$ cat config.mk
export PLATFORM = sky130hd
export DESIGN_NAME = fsh_host
export DESIGN_NICKNAME = d
export VERILOG_FILES = /design/src/fsh_pkg.sv /design/src/fsh_cyc_if.sv /design/src/fsh_cycle.sv /design/src/fsh_host.sv
export SDC_FILE = /design/constraint.sdc
export NUM_CORES = 1
export LEC_CHECK = 0
export ABC_CLOCK_PERIOD_IN_PS = 3600
export BUFFER_PORTS_ARGS = -buffer_cell sky130_fd_sc_hd__buf_2
export CORE_MARGIN = 4
export CORE_UTILIZATION = 36
export CTS_BUF_LIST = sky130_fd_sc_hd__clkbuf_4 sky130_fd_sc_hd__clkbuf_8
export CTS_CLUSTER_DIAMETER = 50
export DETAILED_ROUTE_END_ITERATION = 10
export PLACE_DENSITY = 0.58
export SETUP_SLACK_MARGIN = 0.3
export SYNTH_ARGS = -nofsm -noshare
export SYNTH_HDL_FRONTEND = slang
export SYNTH_HIERARCHICAL = 1
export SYNTH_SLANG_ARGS = --single-unit
$ cat constraint.sdc
create_clock -name sys_clk -period 3.6 [get_ports sys_clk]
set_clock_uncertainty 0.15 [all_clocks]
set_input_delay 0 -clock sys_clk [delete_from_list [all_inputs] [get_ports sys_clk]]
set_output_delay 0 -clock sys_clk [all_outputs]
set_load 0.05 [all_outputs]
$ cat src/fsh_pkg.sv
// Shared constants, types and timing for the flash status-polling host controller.
package fsh_pkg;

  // ==========================================================================
  // Widths and status byte layout
  localparam int ADDR_W = 20;
  localparam int DATA_W = 8;
  localparam int POLL_BIT = 7;
  localparam int TOGGLE_BIT = 6;
  localparam int TIMEOUT_BIT = 5;
  localparam int WINDOW_BIT = 3;
  localparam int SECTOR_TOGGLE_BIT = 2;

  // ==========================================================================
  // Command codes and sequence lengths
  localparam logic [7:0] CMD_RESUME = 8'h30;
  localparam logic [7:0] CMD_SECTOR_ERASE = 8'h30;
  localparam logic [2:0] PROG_SEQ_LEN = 3'h4;
  localparam logic [2:0] ERASE_SEQ_LEN = 3'h6;
  localparam logic [2:0] SINGLE_SEQ_LEN = 3'h1;

  // ==========================================================================
  // Timing
  localparam int CLK_NS = 50;
  localparam int T_WP_NS = 100;
  localparam int T_ACC_NS = 120;
  localparam int T_GAP_NS = 50;
  localparam int T_WINDOW_US = 80;
  localparam int T_SUSPEND_US = 20;

  function automatic int cyc_up(input int ns);
    int c;
    c = (ns + CLK_NS - 1) / CLK_NS;
    return (c < 1) ? 1 : c;
  endfunction

  function automatic int cyc_dn(input int ns);
    int c;
    c = ns / CLK_NS;
    return (c < 1) ? 1 : c;
  endfunction

  localparam logic [3:0] WP_CYC = 4'(cyc_up(T_WP_NS));
  localparam logic [3:0] ACC_CYC = 4'(cyc_up(T_ACC_NS));
  localparam logic [3:0] SYNC_CYC = 4'h3;
  localparam logic [3:0] GAP_CYC = 4'(cyc_up(T_GAP_NS));
  localparam logic [10:0] WINDOW_CYC = 11'(cyc_dn(T_WINDOW_US * 1000));
  localparam logic [9:0] SUSPEND_CYC = 10'(cyc_up(T_SUSPEND_US * 1000));

  // ==========================================================================
  // User operations and state machines
  typedef enum logic [3:0] {
    OP_READ = 4'h0, OP_PROGRAM = 4'h1, OP_CHIP_ERASE = 4'h2, OP_SECTOR_ERASE = 4'h3,
    OP_ADD_SECTOR = 4'h4, OP_WAIT = 4'h5, OP_SUSPEND = 4'h6, OP_RESUME = 4'h7,
    OP_RESET = 4'h8
  } fsh_op_t;

  typedef enum logic [2:0] {
    CY_IDLE = 3'b000, CY_WSET = 3'b001, CY_WLOW = 3'b010, CY_WHOLD = 3'b011,
    CY_RWAIT = 3'b100, CY_GAP = 3'b101
  } fsh_cyc_state_t;

  typedef enum logic [3:0] {
    HS_INIT = 4'b0000, HS_IDLE = 4'b0001, HS_SEQ = 4'b0010, HS_PRE = 4'b0011,
    HS_POLL = 4'b0100, HS_FINAL = 4'b0101, HS_POST = 4'b0110, HS_RESET = 4'b0111,
    HS_RESP = 4'b1000
  } fsh_host_state_t;

endpackage

$ cat src/fsh_cyc_if.sv
// Bus-cycle request channel between the host sequencer and the pin engine.
interface fsh_cyc_if;
  import fsh_pkg::*;
  logic req;
  logic wr;
  logic [ADDR_W-1:0] addr;
  logic [DATA_W-1:0] wdata;
  logic ack;
  logic [DATA_W-1:0] rdata;
  modport master(output req, output wr, output addr, output wdata, input ack, input rdata);
  modport engine(input req, input wr, input addr, input wdata, output ack, output rdata);
endinterface

$ cat src/fsh_cycle.sv
// Pin engine that runs one strobed read or write cycle on the flash bus.
module fsh_cycle (
  input logic sys_clk,
  input logic rstn,
  input logic clk_en,
  fsh_cyc_if.engine cyc,
  output logic [fsh_pkg::ADDR_W-1:0] fl_addr,
  output logic [fsh_pkg::DATA_W-1:0] fl_dq_out,
  output logic fl_dq_oe,
  input logic [fsh_pkg::DATA_W-1:0] fl_dq_in,
  output logic fl_ce_n,
  output logic fl_oe_n,
  output logic fl_we_n
);
  import fsh_pkg::*;

  fsh_cyc_state_t st;
  logic [3:0] cnt;
  logic [DATA_W-1:0] dq_s1;
  logic [DATA_W-1:0] dq_s2;
  logic [DATA_W-1:0] dq_s3;
  logic ack;
  logic [DATA_W-1:0] rdata;

  assign cyc.ack = ack;
  assign cyc.rdata = rdata;

  // ==========================================================================
  // Data pin synchroniser
  // The flash may change its status bits while output enable is low, so a
  // byte is only taken once the last two stages agree.
  always_ff @(posedge sys_clk or negedge rstn) begin
    if (!rstn) begin
      dq_s1 <= 8'h00;
      dq_s2 <= 8'h00;
      dq_s3 <= 8'h00;
    end else if (clk_en) begin
      dq_s1 <= fl_dq_in;
      dq_s2 <= dq_s1;
      dq_s3 <= dq_s2;
    end
  end

  // ==========================================================================
  // Cycle sequencer
  always_ff @(posedge sys_clk or negedge rstn) begin
    if (!rstn) begin
      st <= CY_IDLE;
      cnt <= 4'h0;
      ack <= 1'b0;
      rdata <= 8'h00;
      fl_addr <= '0;
      fl_dq_out <= 8'h00;
      fl_dq_oe <= 1'b0;
      fl_ce_n <= 1'b1;
      fl_oe_n <= 1'b1;
      fl_we_n <= 1'b1;
    end else if (clk_en) begin
      ack <= 1'b0;
      case (st)
        CY_IDLE: begin
          cnt <= 4'h0;
          if (cyc.req) begin
            fl_addr <= cyc.addr;
            fl_ce_n <= 1'b0;
            if (cyc.wr) begin
              fl_dq_out <= cyc.wdata;
              fl_dq_oe <= 1'b1;
              st <= CY_WSET;
            end else begin
              fl_oe_n <= 1'b0;
              st <= CY_RWAIT;
            end
          end
        end
        CY_WSET: begin
          fl_we_n <= 1'b0;
          st <= CY_WLOW;
        end
        CY_WLOW: begin
          if (cnt == WP_CYC - 4'h1) begin
            fl_we_n <= 1'b1;
            st <= CY_WHOLD;
          end else begin
            cnt <= cnt + 4'h1;
          end
        end
        CY_WHOLD: begin
          fl_ce_n <= 1'b1;
          fl_dq_oe <= 1'b0;
          ack <= 1'b1;
          cnt <= 4'h0;
          st <= CY_GAP;
        end
        CY_RWAIT: begin
          if (cnt >= ACC_CYC + SYNC_CYC && dq_s2 == dq_s3) begin
            rdata <= dq_s3;
            fl_oe_n <= 1'b1;
            fl_ce_n <= 1'b1;
            ack <= 1'b1;
            cnt <= 4'h0;
            st <= CY_GAP;
          end else if (cnt != 4'hF) begin
            cnt <= cnt + 4'h1;
          end
        end
        CY_GAP: begin
          if (cnt >= GAP_CYC - 4'h1) begin
            st <= CY_IDLE;
          end else begin
            cnt <= cnt + 4'h1;
          end
        end
        default: st <= CY_IDLE;
      endcase
    end
  end

endmodule

$ cat src/fsh_host.sv
// Host controller that issues flash commands and decodes the embedded status byte.
module fsh_host #(
  parameter logic [fsh_pkg::ADDR_W-1:0] UNLOCK_ADDR1 = 20'h00001,
  parameter logic [fsh_pkg::ADDR_W-1:0] UNLOCK_ADDR2 = 20'h00002,
  parameter logic [7:0] UNLOCK_DATA1 = 8'h01,
  parameter logic [7:0] UNLOCK_DATA2 = 8'h02,
  parameter logic [7:0] CMD_PROGRAM = 8'h03,
  parameter logic [7:0] CMD_ERASE_SETUP = 8'h04,
  parameter logic [7:0] CMD_CHIP_ERASE = 8'h05,
  parameter logic [7:0] CMD_SUSPEND = 8'h06,
  parameter logic [7:0] CMD_RESET = 8'h07
) (
  input logic sys_clk,
  input logic rstn,
  input logic clk_en,
  input logic cmd_valid,
  input fsh_pkg::fsh_op_t cmd_op,
  input logic [fsh_pkg::ADDR_W-1:0] cmd_addr,
  input logic [fsh_pkg::DATA_W-1:0] cmd_data,
  output logic cmd_ready,
  output logic rsp_valid,
  output logic [fsh_pkg::DATA_W-1:0] rsp_data,
  output logic [fsh_pkg::DATA_W-1:0] rsp_status,
  output logic rsp_fail,
  output logic rsp_reject,
  output logic rsp_mismatch,
  output logic erase_active,
  output logic erase_suspended,
  output logic [fsh_pkg::ADDR_W-1:0] fl_addr,
  output logic [fsh_pkg::DATA_W-1:0] fl_dq_out,
  output logic fl_dq_oe,
  input logic [fsh_pkg::DATA_W-1:0] fl_dq_in,
  output logic fl_ce_n,
  output logic fl_oe_n,
  output logic fl_we_n
);
  import fsh_pkg::*;

  fsh_cyc_if cyc();
  fsh_host_state_t st;
  fsh_op_t op;
  logic [ADDR_W-1:0] op_addr;
  logic [DATA_W-1:0] op_data;
  logic [2:0] step;
  logic [DATA_W-1:0] prev;
  logic have_prev;
  logic [1:0] to_cnt;
  logic chip_mode;
  logic booted;
  logic win_restart;
  logic [10:0] win_cnt;
  logic [9:0] susp_cnt;
  logic req;
  logic req_wr;
  logic [ADDR_W-1:0] req_addr;
  logic [DATA_W-1:0] req_data;
  logic [DATA_W-1:0] rd;
  logic toggle_same;

  assign cyc.req = req;
  assign cyc.wr = req_wr;
  assign cyc.addr = req_addr;
  assign cyc.wdata = req_data;
  assign rd = cyc.rdata;
  assign toggle_same = have_prev && (rd[TOGGLE_BIT] == prev[TOGGLE_BIT]);

  fsh_cycle u_cycle (
    .sys_clk(sys_clk),
    .rstn(rstn),
    .clk_en(clk_en),
    .cyc(cyc.engine),
    .fl_addr(fl_addr),
    .fl_dq_out(fl_dq_out),
    .fl_dq_oe(fl_dq_oe),
    .fl_dq_in(fl_dq_in),
    .fl_ce_n(fl_ce_n),
    .fl_oe_n(fl_oe_n),
    .fl_we_n(fl_we_n)
  );

  // ==========================================================================
  // Command sequences
  function automatic logic [ADDR_W+7:0] seq_word(input fsh_op_t o, input logic [2:0] i,
                                                 input logic [ADDR_W-1:0] a,
                                                 input logic [7:0] d);
    case (o)
      OP_PROGRAM: begin
        case (i)
          3'h0: return {UNLOCK_ADDR1, UNLOCK_DATA1};
          3'h1: return {UNLOCK_ADDR2, UNLOCK_DATA2};
          3'h2: return {UNLOCK_ADDR1, CMD_PROGRAM};
          default: return {a, d};
        endcase
      end
      OP_CHIP_ERASE, OP_SECTOR_ERASE: begin
        case (i)
          3'h0, 3'h3: return {UNLOCK_ADDR1, UNLOCK_DATA1};
          3'h1, 3'h4: return {UNLOCK_ADDR2, UNLOCK_DATA2};
          3'h2: return {UNLOCK_ADDR1, CMD_ERASE_SETUP};
          default: return (o == OP_CHIP_ERASE) ? {UNLOCK_ADDR1, CMD_CHIP_ERASE}
                                                : {a, CMD_SECTOR_ERASE};
        endcase
      end
      OP_ADD_SECTOR: return {a, CMD_SECTOR_ERASE};
      OP_SUSPEND: return {a, CMD_SUSPEND};
      OP_RESUME: return {a, CMD_RESUME};
      default: return {a, CMD_RESET};
    endcase
  endfunction

  function automatic logic seq_last(input fsh_op_t o, input logic [2:0] i);
    case (o)
      OP_PROGRAM: return i == PROG_SEQ_LEN - 3'h1;
      OP_CHIP_ERASE, OP_SECTOR_ERASE: return i == ERASE_SEQ_LEN - 3'h1;
      default: return i == SINGLE_SEQ_LEN - 3'h1;
    endcase
  endfunction

  // ==========================================================================
  // Erase window and suspend timers
  // The window is tracked locally so that a late added sector is refused
  // before it can cancel the pending erase.
  always_ff @(posedge sys_clk or negedge rstn) begin
    if (!rstn) begin
      win_cnt <= 11'h000;
      susp_cnt <= 10'h000;
    end else if (clk_en) begin
      if (win_restart) begin
        win_cnt <= WINDOW_CYC;
      end else if (win_cnt != 11'h000) begin
        win_cnt <= win_cnt - 11'h001;
      end
      if (st == HS_POLL && op == OP_SUSPEND) begin
        if (susp_cnt != SUSPEND_CYC) begin
          susp_cnt <= susp_cnt + 10'h001;
        end
      end else begin
        susp_cnt <= 10'h000;
      end
    end
  end

  // ==========================================================================
  // Command sequencer
  task automatic issue(input logic w, input logic [ADDR_W+7:0] ad);
    req <= 1'b1;
    req_wr <= w;
    req_addr <= ad[ADDR_W+7:8];
    req_data <= ad[7:0];
  endtask

  always_ff @(posedge sys_clk or negedge rstn) begin
    if (!rstn) begin
      st <= HS_INIT;
      op <= OP_READ;
      op_addr <= '0;
      op_data <= 8'h00;
      step <= 3'h0;
      prev <= 8'h00;
      have_prev <= 1'b0;
      to_cnt <= 2'h0;
      chip_mode <= 1'b0;
      booted <= 1'b0;
      win_restart <= 1'b0;
      req <= 1'b0;
      req_wr <= 1'b0;
      req_addr <= '0;
      req_data <= 8'h00;
      cmd_ready <= 1'b0;
      rsp_valid <= 1'b0;
      rsp_data <= 8'h00;
      rsp_status <= 8'h00;
      rsp_fail <= 1'b0;
      rsp_reject <= 1'b0;
      rsp_mismatch <= 1'b0;
      erase_active <= 1'b0;
      erase_suspended <= 1'b0;
    end else if (clk_en) begin
      rsp_valid <= 1'b0;
      win_restart <= 1'b0;
      if (cyc.ack) begin
        req <= 1'b0;
      end
      case (st)
        HS_INIT: begin
          issue(1'b1, {{ADDR_W{1'b0}}, CMD_RESET});
          st <= HS_RESET;
        end
        HS_IDLE: begin
          if (cmd_valid && cmd_ready) begin
            cmd_ready <= 1'b0;
            op <= cmd_op;
            op_addr <= cmd_addr;
            op_data <= cmd_data;
            step <= 3'h0;
            have_prev <= 1'b0;
            to_cnt <= 2'h0;
            rsp_fail <= 1'b0;
            rsp_reject <= 1'b0;
            rsp_mismatch <= 1'b0;
            st <= HS_RESP;
            case (cmd_op)
              OP_READ: begin
                issue(1'b0, {cmd_addr, 8'h00});
                st <= HS_FINAL;
              end
              OP_PROGRAM, OP_CHIP_ERASE, OP_SECTOR_ERASE: begin
                if (erase_active && (cmd_op != OP_PROGRAM || !erase_suspended)) begin
                  rsp_reject <= 1'b1;
                end else begin
                  issue(1'b1, seq_word(cmd_op, 3'h0, cmd_addr, cmd_data));
                  st <= HS_SEQ;
                end
              end
              OP_ADD_SECTOR: begin
                if (!erase_active || chip_mode || erase_suspended || win_cnt == 11'h000) begin
                  rsp_reject <= 1'b1;
                end else begin
                  issue(1'b0, {cmd_addr, 8'h00});
                  st <= HS_PRE;
                end
              end
              OP_WAIT: begin
                if (erase_suspended) begin
                  rsp_reject <= 1'b1;
                end else if (erase_active) begin
                  issue(1'b0, {cmd_addr, 8'h00});
                  st <= HS_POLL;
                end
              end
              OP_SUSPEND: begin
                if (!erase_active || chip_mode || erase_suspended) begin
                  rsp_reject <= 1'b1;
                end else begin
                  issue(1'b1, seq_word(cmd_op, 3'h0, cmd_addr, cmd_data));
                  st <= HS_SEQ;
                end
              end
              OP_RESUME: begin
                if (!erase_suspended) begin
                  rsp_reject <= 1'b1;
                end else begin
                  issue(1'b1, seq_word(cmd_op, 3'h0, cmd_addr, cmd_data));
                  st <= HS_SEQ;
                end
              end
              OP_RESET: begin
                issue(1'b1, seq_word(cmd_op, 3'h0, cmd_addr, cmd_data));
                st <= HS_SEQ;
              end
              default: rsp_reject <= 1'b1;
            endcase
          end
        end
        HS_SEQ: begin
          if (cyc.ack) begin
            if (seq_last(op, step)) begin
              st <= HS_RESP;
              case (op)
                OP_PROGRAM, OP_SUSPEND: begin
                  issue(1'b0, {op_addr, 8'h00});
                  st <= HS_POLL;
                end
                OP_CHIP_ERASE, OP_SECTOR_ERASE: begin
                  erase_active <= 1'b1;
                  chip_mode <= (op == OP_CHIP_ERASE);
                  win_restart <= 1'b1;
                end
                OP_ADD_SECTOR: begin
                  win_restart <= 1'b1;
                  issue(1'b0, {op_addr, 8'h00});
                  st <= HS_POST;
                end
                OP_RESUME: erase_suspended <= 1'b0;
                default: begin
                  erase_active <= 1'b0;
                  erase_suspended <= 1'b0;
                end
              endcase
            end else begin
              step <= step + 3'h1;
              issue(1'b1, seq_word(op, step + 3'h1, op_addr, op_data));
            end
          end
        end
        HS_PRE, HS_POST: begin
          if (cyc.ack) begin
            rsp_status <= rd;
            st <= HS_RESP;
            if (rd[WINDOW_BIT]) begin
              rsp_reject <= 1'b1;
            end else if (st == HS_PRE) begin
              issue(1'b1, seq_word(op, 3'h0, op_addr, op_data));
              st <= HS_SEQ;
            end
          end
        end
        HS_POLL: begin
          if (cyc.ack) begin
            rsp_status <= rd;
            if (toggle_same) begin
              if (op == OP_SUSPEND) begin
                erase_suspended <= 1'b1;
                st <= HS_RESP;
              end else begin
                issue(1'b0, {op_addr, 8'h00});
                st <= HS_FINAL;
              end
            end else if (to_cnt == 2'h2 || susp_cnt == SUSPEND_CYC) begin
              rsp_fail <= 1'b1;
              issue(1'b1, {{ADDR_W{1'b0}}, CMD_RESET});
              st <= HS_RESET;
            end else begin
              prev <= rd;
              have_prev <= 1'b1;
              if (to_cnt != 2'h0 || rd[TIMEOUT_BIT]) begin
                to_cnt <= to_cnt + 2'h1;
              end
              issue(1'b0, {op_addr, 8'h00});
            end
          end
        end
        HS_FINAL: begin
          if (cyc.ack) begin
            rsp_data <= rd;
            st <= HS_RESP;
            if (op == OP_PROGRAM) begin
              rsp_mismatch <= (rd != op_data);
            end else if (op == OP_WAIT) begin
              rsp_mismatch <= !rd[POLL_BIT];
              erase_active <= 1'b0;
              chip_mode <= 1'b0;
            end
          end
        end
        HS_RESET: begin
          if (cyc.ack) begin
            erase_active <= 1'b0;
            erase_suspended <= 1'b0;
            chip_mode <= 1'b0;
            booted <= 1'b1;
            cmd_ready <= !booted;
            st <= booted ? HS_RESP : HS_IDLE;
          end
        end
        HS_RESP: begin
          rsp_valid <= 1'b1;
          cmd_ready <= 1'b1;
          st <= HS_IDLE;
        end
        default: st <= HS_IDLE;
      endcase
    end
  end

endmodule

# After elaboration in Yosys (flattened, before gate mapping)
# Index checks and enable logic that the tools add are counted.
# classes
add_sub_neg	5
magnitude_cmp	2
n_eq_ne	86
muxes	195
bitwise_logic	2
reduce_logical	80
# ops
cell	count
$mux 20	17
$pmux 28 s3	3
$pmux 20 s7	1
$mux 8	16
$pmux 28 s4	1
$pmux 20 s5	1
$mux 4	23
$mux 1	84
$mux 28	2
$pmux 4 s7	2
$pmux 8 s7	1
$eq 4x3->1 const B	12
$pmux 8 s5	1
$ne 2x2->1 const B	18
$reduce_and 9->1	4
$reduce_and 5->1	7
$mux 3	9
$ne 3x3->1 const B	9
$ne 2x1->1 const B	13
$eq 4x2->1 const B	6
$mux 11	2
$reduce_and 3->1	7
$mux 10	2
$pmux 1 s2	10
other kinds (54)	119
# word_totals
ff_bits	198
input_bits	44
out_inout_bits	55
wordCells	409

# Depth between registers and ports, before layout
# Gate-level depths: netlist (run 1).
# depth
depth_word	9
depth_mapped	10
ltp_nobuf	8

# By module
# The synthesis (run 1) kept the hierarchy.
# modules_own_cells
mod	instances	cells_each	area_each_um2	seq_area_each_um2
fsh_host	1	734	6999.2	3002.9
fsh_cycle	1	223	3046.7	1805.5

# Least setup slack after synthesis (run 1)
# No wires, ideal clock.
# synth_path
path_kind	register -> register
startpoint	register erase_suspended
endpoint	register req_addr[1] (netlist: cyc.addr[1])
setup_time_ps	127
t_arrival_ps	2435
required_time_ps	3323
setup_slack_ps	888
stages_incl_launch_ff	9
path_buffers	2
synth_period_minus_slack_ps	2712
cell_sequence	dfrtp_1 > buf_2 > nor3b_1 > nor2b_1 > a211oi_1 > o41a_1 > nor2_4 > buf_6 > mux2_1
# synth_via
elab_chain_len	5
elab_cells_between_ends	11
cone_classes	eq/ne: 5; reduce/logical: 6
# synth_lines
item	line	text
start, declared	fsh_host.sv:28	output logic erase_suspended,
start signal, assigned	fsh_host.sv:177	erase_suspended <= 1'b0;
start signal, assigned	fsh_host.sv:274	OP_RESUME: erase_suspended <= 1'b0;
start signal, assigned	fsh_host.sv:277	erase_suspended <= 1'b0;
$logic_not 1->1	n/a	
$logic_or 1x1->1	fsh_host.sv:208	if (erase_active && (cmd_op != OP_PROGRAM || !erase_suspended)) begin
$logic_and 1x1->1	fsh_host.sv:208	
$ne 3x3->1 (no line)	n/a	
$reduce_and 17->1 (no line) *	n/a	
end signal, assigned	fsh_host.sv:167	req_addr <= '0;
end, declared	fsh_host.sv:55	logic [ADDR_W-1:0] req_addr;
# Mark *: on every way between the ends. The rest lies on a longest branch, timed or not.
# A chain may end at the register's enable or synchronous reset.

# Final worst setup path (run 1)
# layout_path
startpoint	register win_cnt[0]
endpoint	register req_data[4] (netlist: cyc.wdata[4])
# layout_via
elab_chain_len	4
# layout_lines
item	line	text
start, declared	fsh_host.sv:51	logic [10:0] win_cnt;
start signal, assigned	fsh_host.sv:131	win_cnt <= win_cnt - 11'h001;
$logic_not 11->1	fsh_host.sv:216	if (!erase_active || chip_mode || erase_suspended || win_cnt == 11'h000) begin
$logic_or 1x1->1	fsh_host.sv:216	
$ne 3x3->1 (no line)	n/a	
$reduce_and 17->1 (no line)	n/a	
end signal, assigned	fsh_host.sv:168	req_data <= 8'h00;
end, declared	fsh_host.sv:56	logic [DATA_W-1:0] req_data;
# Every way passes these cells.

==> run_results.csv, run 1 <==
group,metric,value,unit
cells_and_area,antenna_cells,0,
cells_and_area,drive_above_1_share,26.20,%
logic_synthesis,synth_seq_area_share,47.86,%
clocking,htreeDepth,4,
worst_setup_path,rrSetupSlack,0.55,ns
cells_and_area,final_nets,1147,
cells_and_area,finish.utilization,43.67,%
logic_synthesis,async_flop_share,100.0,%
pwr,p_per_area,739.3,nW/um^2
worst_setup_path,path_class,"flop to flop",
worst_setup_path,endpoint_kind,"flop",
clocking,cts_made_buffers,17,
logic_synthesis,netlist_top_cells_count,"189 x dfrtp_1, 102 x mux2_2, 83 x nand2_1, 82 x o21ai_0, 51 x a21oi_1",
clocking,tritoncts,"yes",
logic_synthesis,synthTopCellsByArea,"dfrtp_1 47%, mux2_2 11%, o21ai_0 4.1%",
floorplan,coreArea,27180,sq um
min_path,hold_path.class,"input pin to asynchronous set/reset pin",
routing,ant_nets,0,
logic_synthesis,synth.most_common_cell,"dfrtp_1",
outcome,outcome,"finished, violations left",
pwr,power.total,0.008775,W
routing,totalWireLength,27550,um
cells_and_area,layout.cells.non_filler,1475,
sta,rsz0062_at_grt,"no",
clocking,cts_sinks,192,
sta,period_needed,3.046,ns
placed_design,io_buffers,98,
logic_synthesis,ys_seq_elements,192,
floorplan,die_area,30640,sq um
placed_design,gp_congestion,0.9415,
global_route,track_usage,17.98,%
worst_setup_path,reg2reg_from,"win_cnt[0]",
worst_setup_path,startpoint_type,"flop",
sta,drv_slew,0,
logic_synthesis,synth_top_area_share,47.08,%
worst_setup_path,worstPathRequired,3.81,ns
worst_setup_path,rr_worst_depth,8,
clocking,path_clk_slew,0.11,ns
global_route,grt_pass1_wl,44450,um
sta,setup_viol,0,
logic_synthesis,yosys_most_used_dff,"dfrtp_1",
global_route,antenna_found_initial,0,
floorplan,ioPinCount,99,
sta,hold_viol_final,1,
clocking,clockBufferDepth,2,
logic_synthesis,ys.warnings.count,6,
placed_design,place_inst,1398,
floorplan,die_y,175.1,um
routing,viasPerCell,5.358,
logic_synthesis,syn_nets,1014,
worst_setup_path,cp_max_fo,13,
logic_synthesis,synth_top_area_cell,"dfrtp_1",
placed_design,post-dp-hpwl,19270,um
cells_and_area,area_growth,18.15,%
worst_setup_path,cp.arrival,3.25,ns
floorplan,start_util,36.97,%
worst_setup_path,r2r_end,"cyc.wdata[4]",
logic_synthesis,netlist_area,10050,sq um
sta,finalCritPeriodShare,84.61,%
outcome,violations,"negative hold slack",
clocking,cts-root-buf,"clkbuf_8",
routing,post_drt_wl_per_cell,18.68,um
pwr,p_leak,5.299,nW
logic_synthesis,synthDistinctLibCells,86,
sta,setup_tns,0,ns
logic_synthesis,syn_area_per_cell,10.50,sq um
sta,worst_pin_slew,0.7691,ns
floorplan,die_x,175.1,um
routing,first_iter_violations,687,
global_route,first_global_vias,7920,
routing,drc_errors,0,
sta,slew_headroom,48.73,%
floorplan,fp-row-count,60,
routing,dr_total_vias,7903,
clocking,post_cts_buffers,0,
routing,first_pass_iters,5,
sta,timing.hold.ws,-0.004088,ns
global_route,overflow,0,
logic_synthesis,syn_inst,957,
clocking,clock_latency,0.48,ns
pwr,peakVddDrop,0.3429,mV
job,maxCapViolCount,0,
logic_synthesis,synth-edff-count,0,
sta,fmax,0.3283,GHz
global_route,grt_max_degree,90,
area by class of cell:
class | count | area (sq um)
Clock buffer | 19 | 249.0
Clock inverter | 13 | 166.4
Fill cell | 2645 | 15310
Inverter | 33 | 123.9
Multi-Input combinational cell | 675 | 4873
Sequential cell | 192 | 4808
Tap cell | 372 | 465.4
Timing Repair Buffer | 171 | 1182
metal layers:
metal  routed length, um  vias up  part of all wire, %  GRT usage, %
met5                   0        -                    0             0
met4                 335        0                  1.2         4.714
met3                1492       19                  5.4         3.830
met2               13060      222                   47         28.60
met1               12660     3903                   46         25.07
li1                    -     3759                    -             -
placed cells by master, fill, tap and decap left out, drive strengths merged, types with 5 or more instances in the layout:
cell type,instances
o41ai,6
clkbuf,20
o31ai,9
nor3,9
nand2,83
a211oi,14
nand2b,14
a31oi,7
and2,6
o211ai,7
a311oi,19
dlygate4sd3,44
o21ai,86
xnor2,9
nand4,12
a21oi,54
dfrtp,189
xor2,25
nor2,48
mux2i,5
nand3,20
or3,7
inv,39
nor4,10
ha,13
mux2,120
buf,126
nor2b,12
worst max-delay path, cell delays in order, from the launching register on:
cell	delay (ns)
dfrtp_1	0.43
inv_1	0.08
ha_1	0.17
nor4b_2	0.37
nand3_1	0.27
a21oi_1	0.35
o41a_1	0.55
nor2_4	0.20
mux2_1	0.36
what timing repair did:
| item | 4_1_cts | 5_1_grt |
|---|---|---|
| endpoints found under the hold margin | 157 | 0 |
| hold buffers | 44 | 0 |
| gates resized for setup | 0 | 0 |
| setup endpoints to repair | 0 | 8 |
power breakdown:
group	internal, W	switching [W]
Clock	0.000662	0.000852
Combinational	0.00143	0.00238
Sequential	0.00282	0.000632
Total	0.00491	0.00386
stage by stage:
stage | setup WS [ns] | instance area [sq um]
floorplan | 0.8880 | 10050
global placement | 0.5490 | 11010
detailed placement | 0.4673 | 11010
CTS | 0.4473 | 11860
global route | 0.3403 | 11870
finish | 0.5540 | 11870
cells by family after synthesis:
kind of cell / count (synthesis) / share of synthesized area [%]
flops: 192 / 47.86
fa+ha+maj: 13 / 1.619
mux: 125 / 13.99
simple gates: 254 / 13.51
compound gates: 248 / 16.14
xor+xnor: 34 / 2.964
buf+inv: 91 / 3.911
sequential cells by signal, summed over array words and instances, names as in the netlist, 8 cells and up:
signal	cells
cyc.addr	20
susp_cnt	10
u_cycle/cyc.rdata	8
rsp_status	8
op_data	8
win_cnt	11
u_cycle/dq_s2	8
u_cycle/dq_s3	8
u_cycle/dq_s1	8
cyc.wdata	8
op_addr	20
u_cycle/fl_dq_out	8
rsp_data	8
u_cycle/fl_addr	20
how the worst max path moves through the flow:
stage                          startpoint            to  slack [ns]  cells after the start
after floorplan           erase_suspended   cyc.addr[1]        0.89                      8
after global placement         win_cnt[0]  cyc.wdata[0]        0.55                      8
after detailed placement       win_cnt[0]  cyc.wdata[4]        0.47                      8
after CTS                      win_cnt[0]        cyc.wr        0.45                      8
after global routing                st[0]    rsp_reject        0.34                      8
final                          win_cnt[0]  cyc.wdata[4]        0.55                      8
No activity file was read; power rests on OpenSTA's default activity.
==> inputs of run 2 (changes only) <==
--- a/config.mk
+++ b/config.mk
@@ -5,7 +5,7 @@
 export SDC_FILE = /design/constraint.sdc
 export NUM_CORES = 1
 export LEC_CHECK = 0
-export ABC_CLOCK_PERIOD_IN_PS = 3600
+export ABC_CLOCK_PERIOD_IN_PS = 3000
 export BUFFER_PORTS_ARGS = -buffer_cell sky130_fd_sc_hd__buf_2
 export CORE_MARGIN = 4
 export CORE_UTILIZATION = 36
==> constraint.sdc (replaced) <==
create_clock -name sys_clk -period 3 [get_ports sys_clk]
set_clock_uncertainty 0.15 [all_clocks]
set_input_delay 0 -clock sys_clk [delete_from_list [all_inputs] [get_ports sys_clk]]
set_output_delay 0 -clock sys_clk [all_outputs]
set_load 0.05 [all_outputs]
==> run_results.csv, run 2 (synthesis gave the netlist of run 1 again) <==
group,metric,value,unit
outcome,outcome,"completed",
placed_design,placed_area,11200,sq um
global_route,overflow,0,
routing,post_drt_wl_per_cell,18.07,um
sta,setup_viol,0,
floorplan,die_y,175.1,um
global_route,grt_pass1_wl,44620,um
routing,first_iter_violations,760,
sta,finalCritPeriodShare,87.56,%
cells_and_area,final_nets,1188,
placed_design,gp_congestion,0.9220,
clocking,cts-root-buf,"clkbuf_8",
cells_and_area,fillCellCount,2605,
global_route,first_global_vias,8112,
worst_setup_path,cp.arrival,2.82,ns
routing,first_pass_iters,6,
cells_and_area,area_growth,22.97,%
clocking,cts_made_buffers,17,
global_route,grt_max_degree,77,
sta,hold_viol_final,0,
clocking,path_clk_slew,0.13,ns
cells_and_area,layout_common_cells,"182 x dfrtp_1, 102 x mux2_2, 97 x buf_2",
pwr,peakVddDrop,0.3498,mV
sta,slew_headroom,58.58,%
clocking,cts_sinks,192,
worst_setup_path,worstPathCellList,"or3b_1, a21oi_2, inv_2, a211o_4, nor2_4, buf_12, mux2_1",
cells_and_area,antenna_cells,0,
min_path,hold_depth,3,
sta,worst_pin_slew,0.6149,ns
cells_and_area,drive_above_1_share,30.51,%
placed_design,post-dp-hpwl,19260,um
floorplan,die_area,30640,sq um
worst_setup_path,critPathMaxStageDelay,0.51,ns
worst_setup_path,path_delay_family,"compound AO/OA/AOI/OAI gates",
worst_setup_path,cp_max_fo,12,
cells_and_area,stdcell_area,12350,sq um
floorplan,die_x,175.1,um
job,maxCapViolCount,0,
floorplan,start_util,36.97,%
worst_setup_path,rr_worst_depth,7,
sta,period_needed,2.627,ns
cells_and_area,multi_input_area,4945,sq um
sta,drv_slew,0,
worst_setup_path,rrSetupSlack,0.37,ns
worst_setup_path,startpoint_type,"flop",
worst_setup_path,endpoint_kind,"flop",
routing,ant_nets,0,
floorplan,ioPinCount,99,
min_path,hold_path.class,"input pin to flop",
clocking,htreeDepth,4,
cells_and_area,regArea,4817,sq um
routing,totalWireLength,27390,um
sta,fmax,0.3807,GHz
worst_setup_path,critical_path_depth,7,
clocking,clock_latency,0.49,ns
worst_setup_path,path_class,"flop to flop",
pwr,p_leak,5.520,nW
routing,dr_total_vias,8078,
clocking,clockBufferDepth,2,
sta,setup_tns,0,ns
floorplan,fp-row-count,60,
worst_setup_path,cp_num_buf_inv,2,
global_route,track_usage,17.95,%
cells_and_area,final_common_cell,"dfrtp_1",
sta,rsz0062_at_grt,"yes",
routing,viasPerCell,5.328,
global_route,antenna_found_initial,0,
pwr,p_per_area,883.9,nW/um^2
placed_design,io_buffers,98,
clocking,tritoncts,"yes",
cells_and_area,finish.utilization,45.46,%
floorplan,coreArea,27180,sq um
routing,drc_errors,0,
worst_setup_path,worstPathRequired,3.19,ns
worst_setup_path,worst_path_max_delay_cell,"dfrtp_2",
## run 2: changes by cell type in the layout (fill, tap and decap cells not counted), sizes merged
cell / change
buf: +41
bufinv: -1
clkbuf: -2
clkinv: +2
clkinvlp: +2
dlygate4sd3: +1
inv: -1
nor2: -1
## run 2: layer usage
| metal | global-route usage [%] | share of wire, % | routed length, um | vias to the layer above |
|---|---|---|---|---|
| li1 | - | - | - | 3836 |
| met1 | 25.08 | 46 | 12600 | 3982 |
| met2 | 28.73 | 47 | 13000 | 227 |
| met3 | 3.613 | 4.9 | 1330 | 33 |
| met4 | 4.615 | 1.7 | 452 | 0 |
| met5 | 0 | 0 | 0 | - |
## run 2: final cells by class
cell class / count / area share (%)
Clock buffer: 17 / 1.894
Clock inverter: 15 / 1.570
Inverter: 33 / 1.003
Multi-Input combinational cell: 674 / 40.03
Sequential cell: 192 / 39.00
Tap cell: 372 / 3.768
Timing Repair Buffer: 213 / 12.74
## run 2: final timing paths
path                                  start          endpoint
worst max-delay path                  op[2]      cyc.wdata[2]
worst min-delay path            fl_dq_in[5]  u_cycle/dq_s1[5]
worst max register to register        op[2]      cyc.wdata[2]
worst min register to register   op_addr[9]        op_addr[9]
max in group asynchronous              rstn      cyc.addr[16]
min in group asynchronous              rstn       susp_cnt[2]
## run 2: power breakdown
| group | leakage [nW] | switching [W] | total (W) | internal (W) |
|---|---|---|---|---|
| Sequential | 2.46 | 0.000700 | 0.00409 | 0.00339 |
| Combinational | 2.86 | 0.00300 | 0.00500 | 0.00200 |
| Clock | 0.203 | 0.00111 | 0.00182 | 0.000715 |
| Total | 5.52 | 0.00481 | 0.0109 | 0.00611 |
## run 2: tightest hold or removal path, stage by stage
cell and delay, ns:
dlygate4sd3_1 0.51, buf_2 0.09, mux2_2 0.12
## run 2: metrics by stage
step	instances	hold WS, ns	total power (W)	setup slack [ns]
after CTS	1502	0.1007	0.01082	0.2924
after global routing	1516	0.1138	0.01160	0.2782
after floorplan	957	-0.4456	0.007321	0.3725
after detailed placement	1420	-0.07509	0.008834	0.1013
final	1516	0.1270	0.01092	0.3732
after global placement	1420	-0.07259	0.008764	0.2127
## run 2: repair_timing
item	in CTS	in global routing
hold endpoints to repair	266	0
resized for setup	7	20
setup endpoints to repair	26	62
pin swaps	4	9
buffers inserted	5	14
hold buffers	45	0
==> inputs of run 3 (changes only) <==
--- a/config.mk
+++ b/config.mk
@@ -8,11 +8,11 @@
 export ABC_CLOCK_PERIOD_IN_PS = 3000
 export BUFFER_PORTS_ARGS = -buffer_cell sky130_fd_sc_hd__buf_2
 export CORE_MARGIN = 4
-export CORE_UTILIZATION = 36
+export CORE_UTILIZATION = 49
 export CTS_BUF_LIST = sky130_fd_sc_hd__clkbuf_4 sky130_fd_sc_hd__clkbuf_8
 export CTS_CLUSTER_DIAMETER = 50
 export DETAILED_ROUTE_END_ITERATION = 10
-export PLACE_DENSITY = 0.58
+export PLACE_DENSITY = 0.73
 export SETUP_SLACK_MARGIN = 0.3
 export SYNTH_ARGS = -nofsm -noshare
 export SYNTH_HDL_FRONTEND = slang
==> run_results.csv, run 3 (synthesis gave the netlist of run 1 again) <==
group,metric,value,unit
worst_setup_path,worstPathCellList,"inv_1, ha_1, or3b_4, o31ai_4, a21oi_2, or2_0, a211o_1, mux2_4",
cells_and_area,layout.cells.non_filler,1402,
pwr,p_per_area,910.0,nW/um^2
placed_design,io_buffers,98,
worst_setup_path,critPathMaxStageDelay,0.42,ns
cells_and_area,antenna_cells,0,
clocking,htreeDepth,4,
cells_and_area,fillCellCount,1692,
outcome,violations,"negative hold slack",
clocking,cts-root-buf,"clkbuf_8",
sta,worst_pin_slew,0.7576,ns
global_route,antenna_found_initial,0,
sta,setup_viol,0,
cells_and_area,final_nets,1176,
clocking,cts_sinks,192,
outcome,outcome,"finished, violations left",
cells_and_area,final_common_cell,"dfrtp_1",
floorplan,die_x,151.2,um
floorplan,start_util,49.81,%
sta,fmax,0.3794,GHz
cells_and_area,stdcell_area,12150,sq um
sta,setup_tns,0,ns
pwr,p_switching,0.004839,W
placed_design,place_inst,1318,
sta,slew_headroom,49.50,%
worst_setup_path,critical_path_depth,8,
clocking,tritoncts,"yes",
min_path,hold_path.class,"input pin to asynchronous set/reset pin",
worst_setup_path,cp.arrival,2.85,ns
pwr,peakVddDrop,0.4793,mV
global_route,grt_pass1_wl,43050,um
floorplan,die_y,151.2,um
worst_setup_path,path_class,"flop to flop",
worst_setup_path,cp_num_buf_inv,1,
floorplan,die_area,22860,sq um
global_route,track_usage,23.99,%
pwr,seqPwrFrac,37.1,%
global_route,first_global_vias,8103,
worst_setup_path,cp_max_fo,5,
worst_setup_path,endpoint_kind,"flop",
sta,hold_viol_final,6,
placed_design,gp_congestion,1.009,
routing,drc_errors,0,
clocking,clockBufferDepth,2,
job,maxCapViolCount,0,
floorplan,ioPinCount,99,
placed_design,post-dp-hpwl,18820,um
worst_setup_path,rr_worst_depth,8,
worst_setup_path,worstPathRequired,3.22,ns
sta,timing.hold.ws,-0.009410,ns
cells_and_area,layout_common_cells,"185 x dfrtp_1, 102 x mux2_2, 97 x buf_2",
clocking,path_clk_slew,0.11,ns
pwr,p_comb_share,45.0,%
sta,rsz0062_at_grt,"no",
sta,period_needed,2.635,ns
routing,post_drt_wl_per_cell,19.24,um
sta,drv_slew,0,
global_route,grt_max_degree,92,
routing,ant_nets,0,
global_route,overflow,0,
worst_setup_path,path_delay_family,"compound AO/OA/AOI/OAI gates",
routing,first_iter_violations,697,
pwr,switching_share,43.78,%
clocking,cts_made_buffers,17,
cells_and_area,drive_above_1_share,29.86,%
floorplan,coreArea,20170,sq um
clocking,clock_latency,0.50,ns
routing,dr_total_vias,8273,
pwr,p_leak,5.490,nW
routing,first_pass_iters,5,
placed_design,placed_area,11050,sq um
floorplan,fp-row-count,52,
pwr,clkPwrFrac,18.0,%
pwr,intPower,0.006215,W
routing,totalWireLength,26980,um
sta,finalCritPeriodShare,87.85,%
worst_setup_path,startpoint_type,"flop",
routing,viasPerCell,5.901,
worst_setup_path,worst_path_max_delay_cell,"dfrtp_1",
cells_and_area,area_growth,20.91,%
[run 3: what timing repair did]
item	CTS	global route
setup buffers	1	8
endpoints found under the hold margin	193	0
pin swaps	3	4
resized for setup	4	28
hold buffers	43	0
setup endpoints to repair	21	60
[run 3: routing by layer]
| layer | track usage, % | up-vias | share of wire [%] |
|---|---|---|---|
| li1 | - | 3816 | - |
| met1 | 33.26 | 4123 | 43 |
| met2 | 37.94 | 274 | 49 |
| met3 | 4.159 | 60 | 5.7 |
| met4 | 8.794 | 0 | 2.2 |
| met5 | 0 | - | 0 |
[run 3: through the flow]
stage | util [%] | power (W) | worst slack [ns] | hold slack, ns
2_1_floorplan | - | 0.007321 | 0.3725 | -0.4456
3_3_place_gp | 54.76 | 0.008666 | 0.2516 | -0.01714
3_5_place_dp | 54.76 | 0.008788 | 0.1727 | -0.01653
4_1_cts | 59.38 | 0.01086 | 0.3060 | 0.005235
5_1_grt | 60.22 | 0.01169 | 0.2976 | 0.06292
6_report | 60.22 | 0.01105 | 0.3645 | -0.009410
[run 3: layout make-up]
cell class / instances / area [sq um] / area share [%]
multi-input cells: 674 / 4961 / 40.84
clock inverters: 15 / 235.2 / 1.937
inverters: 33 / 123.9 / 1.020
flip-flops and latches: 192 / 4813 / 39.63
well taps: 270 / 337.8 / 2.781
repair buffers: 201 / 1441 / 11.87
clock buffers: 17 / 234.0 / 1.926
[run 3: worst paths after layout]
| path | startpoint | end | slack, ns |
|---|---|---|---|
| setup / recovery | susp_cnt[0] | cyc.addr[0] | 0.36 |
| hold / removal | rstn | u_cycle/fl_addr[7] | -0.009 |
| setup reg to reg | susp_cnt[0] | cyc.addr[0] | 0.36 |
| hold reg to reg | op_addr[15] | op_addr[15] | 0.34 |
| max in group asynchronous | rstn | u_cycle/fl_we_n | 1.86 |
| min in group sys_clk | fl_dq_in[5] | u_cycle/dq_s1[5] | 0.13 |
[run 3: power by group through the flow]
| stage | clock, W | sequential (W) | combinational [W] |
|---|---|---|---|
| after floorplan | 0 | 0.00458 | 0.00274 |
| after global placement | 0 | 0.00408 | 0.00458 |
| after detailed placement | 0 | 0.00411 | 0.00467 |
| after CTS | 0.00201 | 0.00407 | 0.00478 |
| after global routing | 0.00213 | 0.00421 | 0.00535 |
| final | 0.00198 | 0.00410 | 0.00497 |
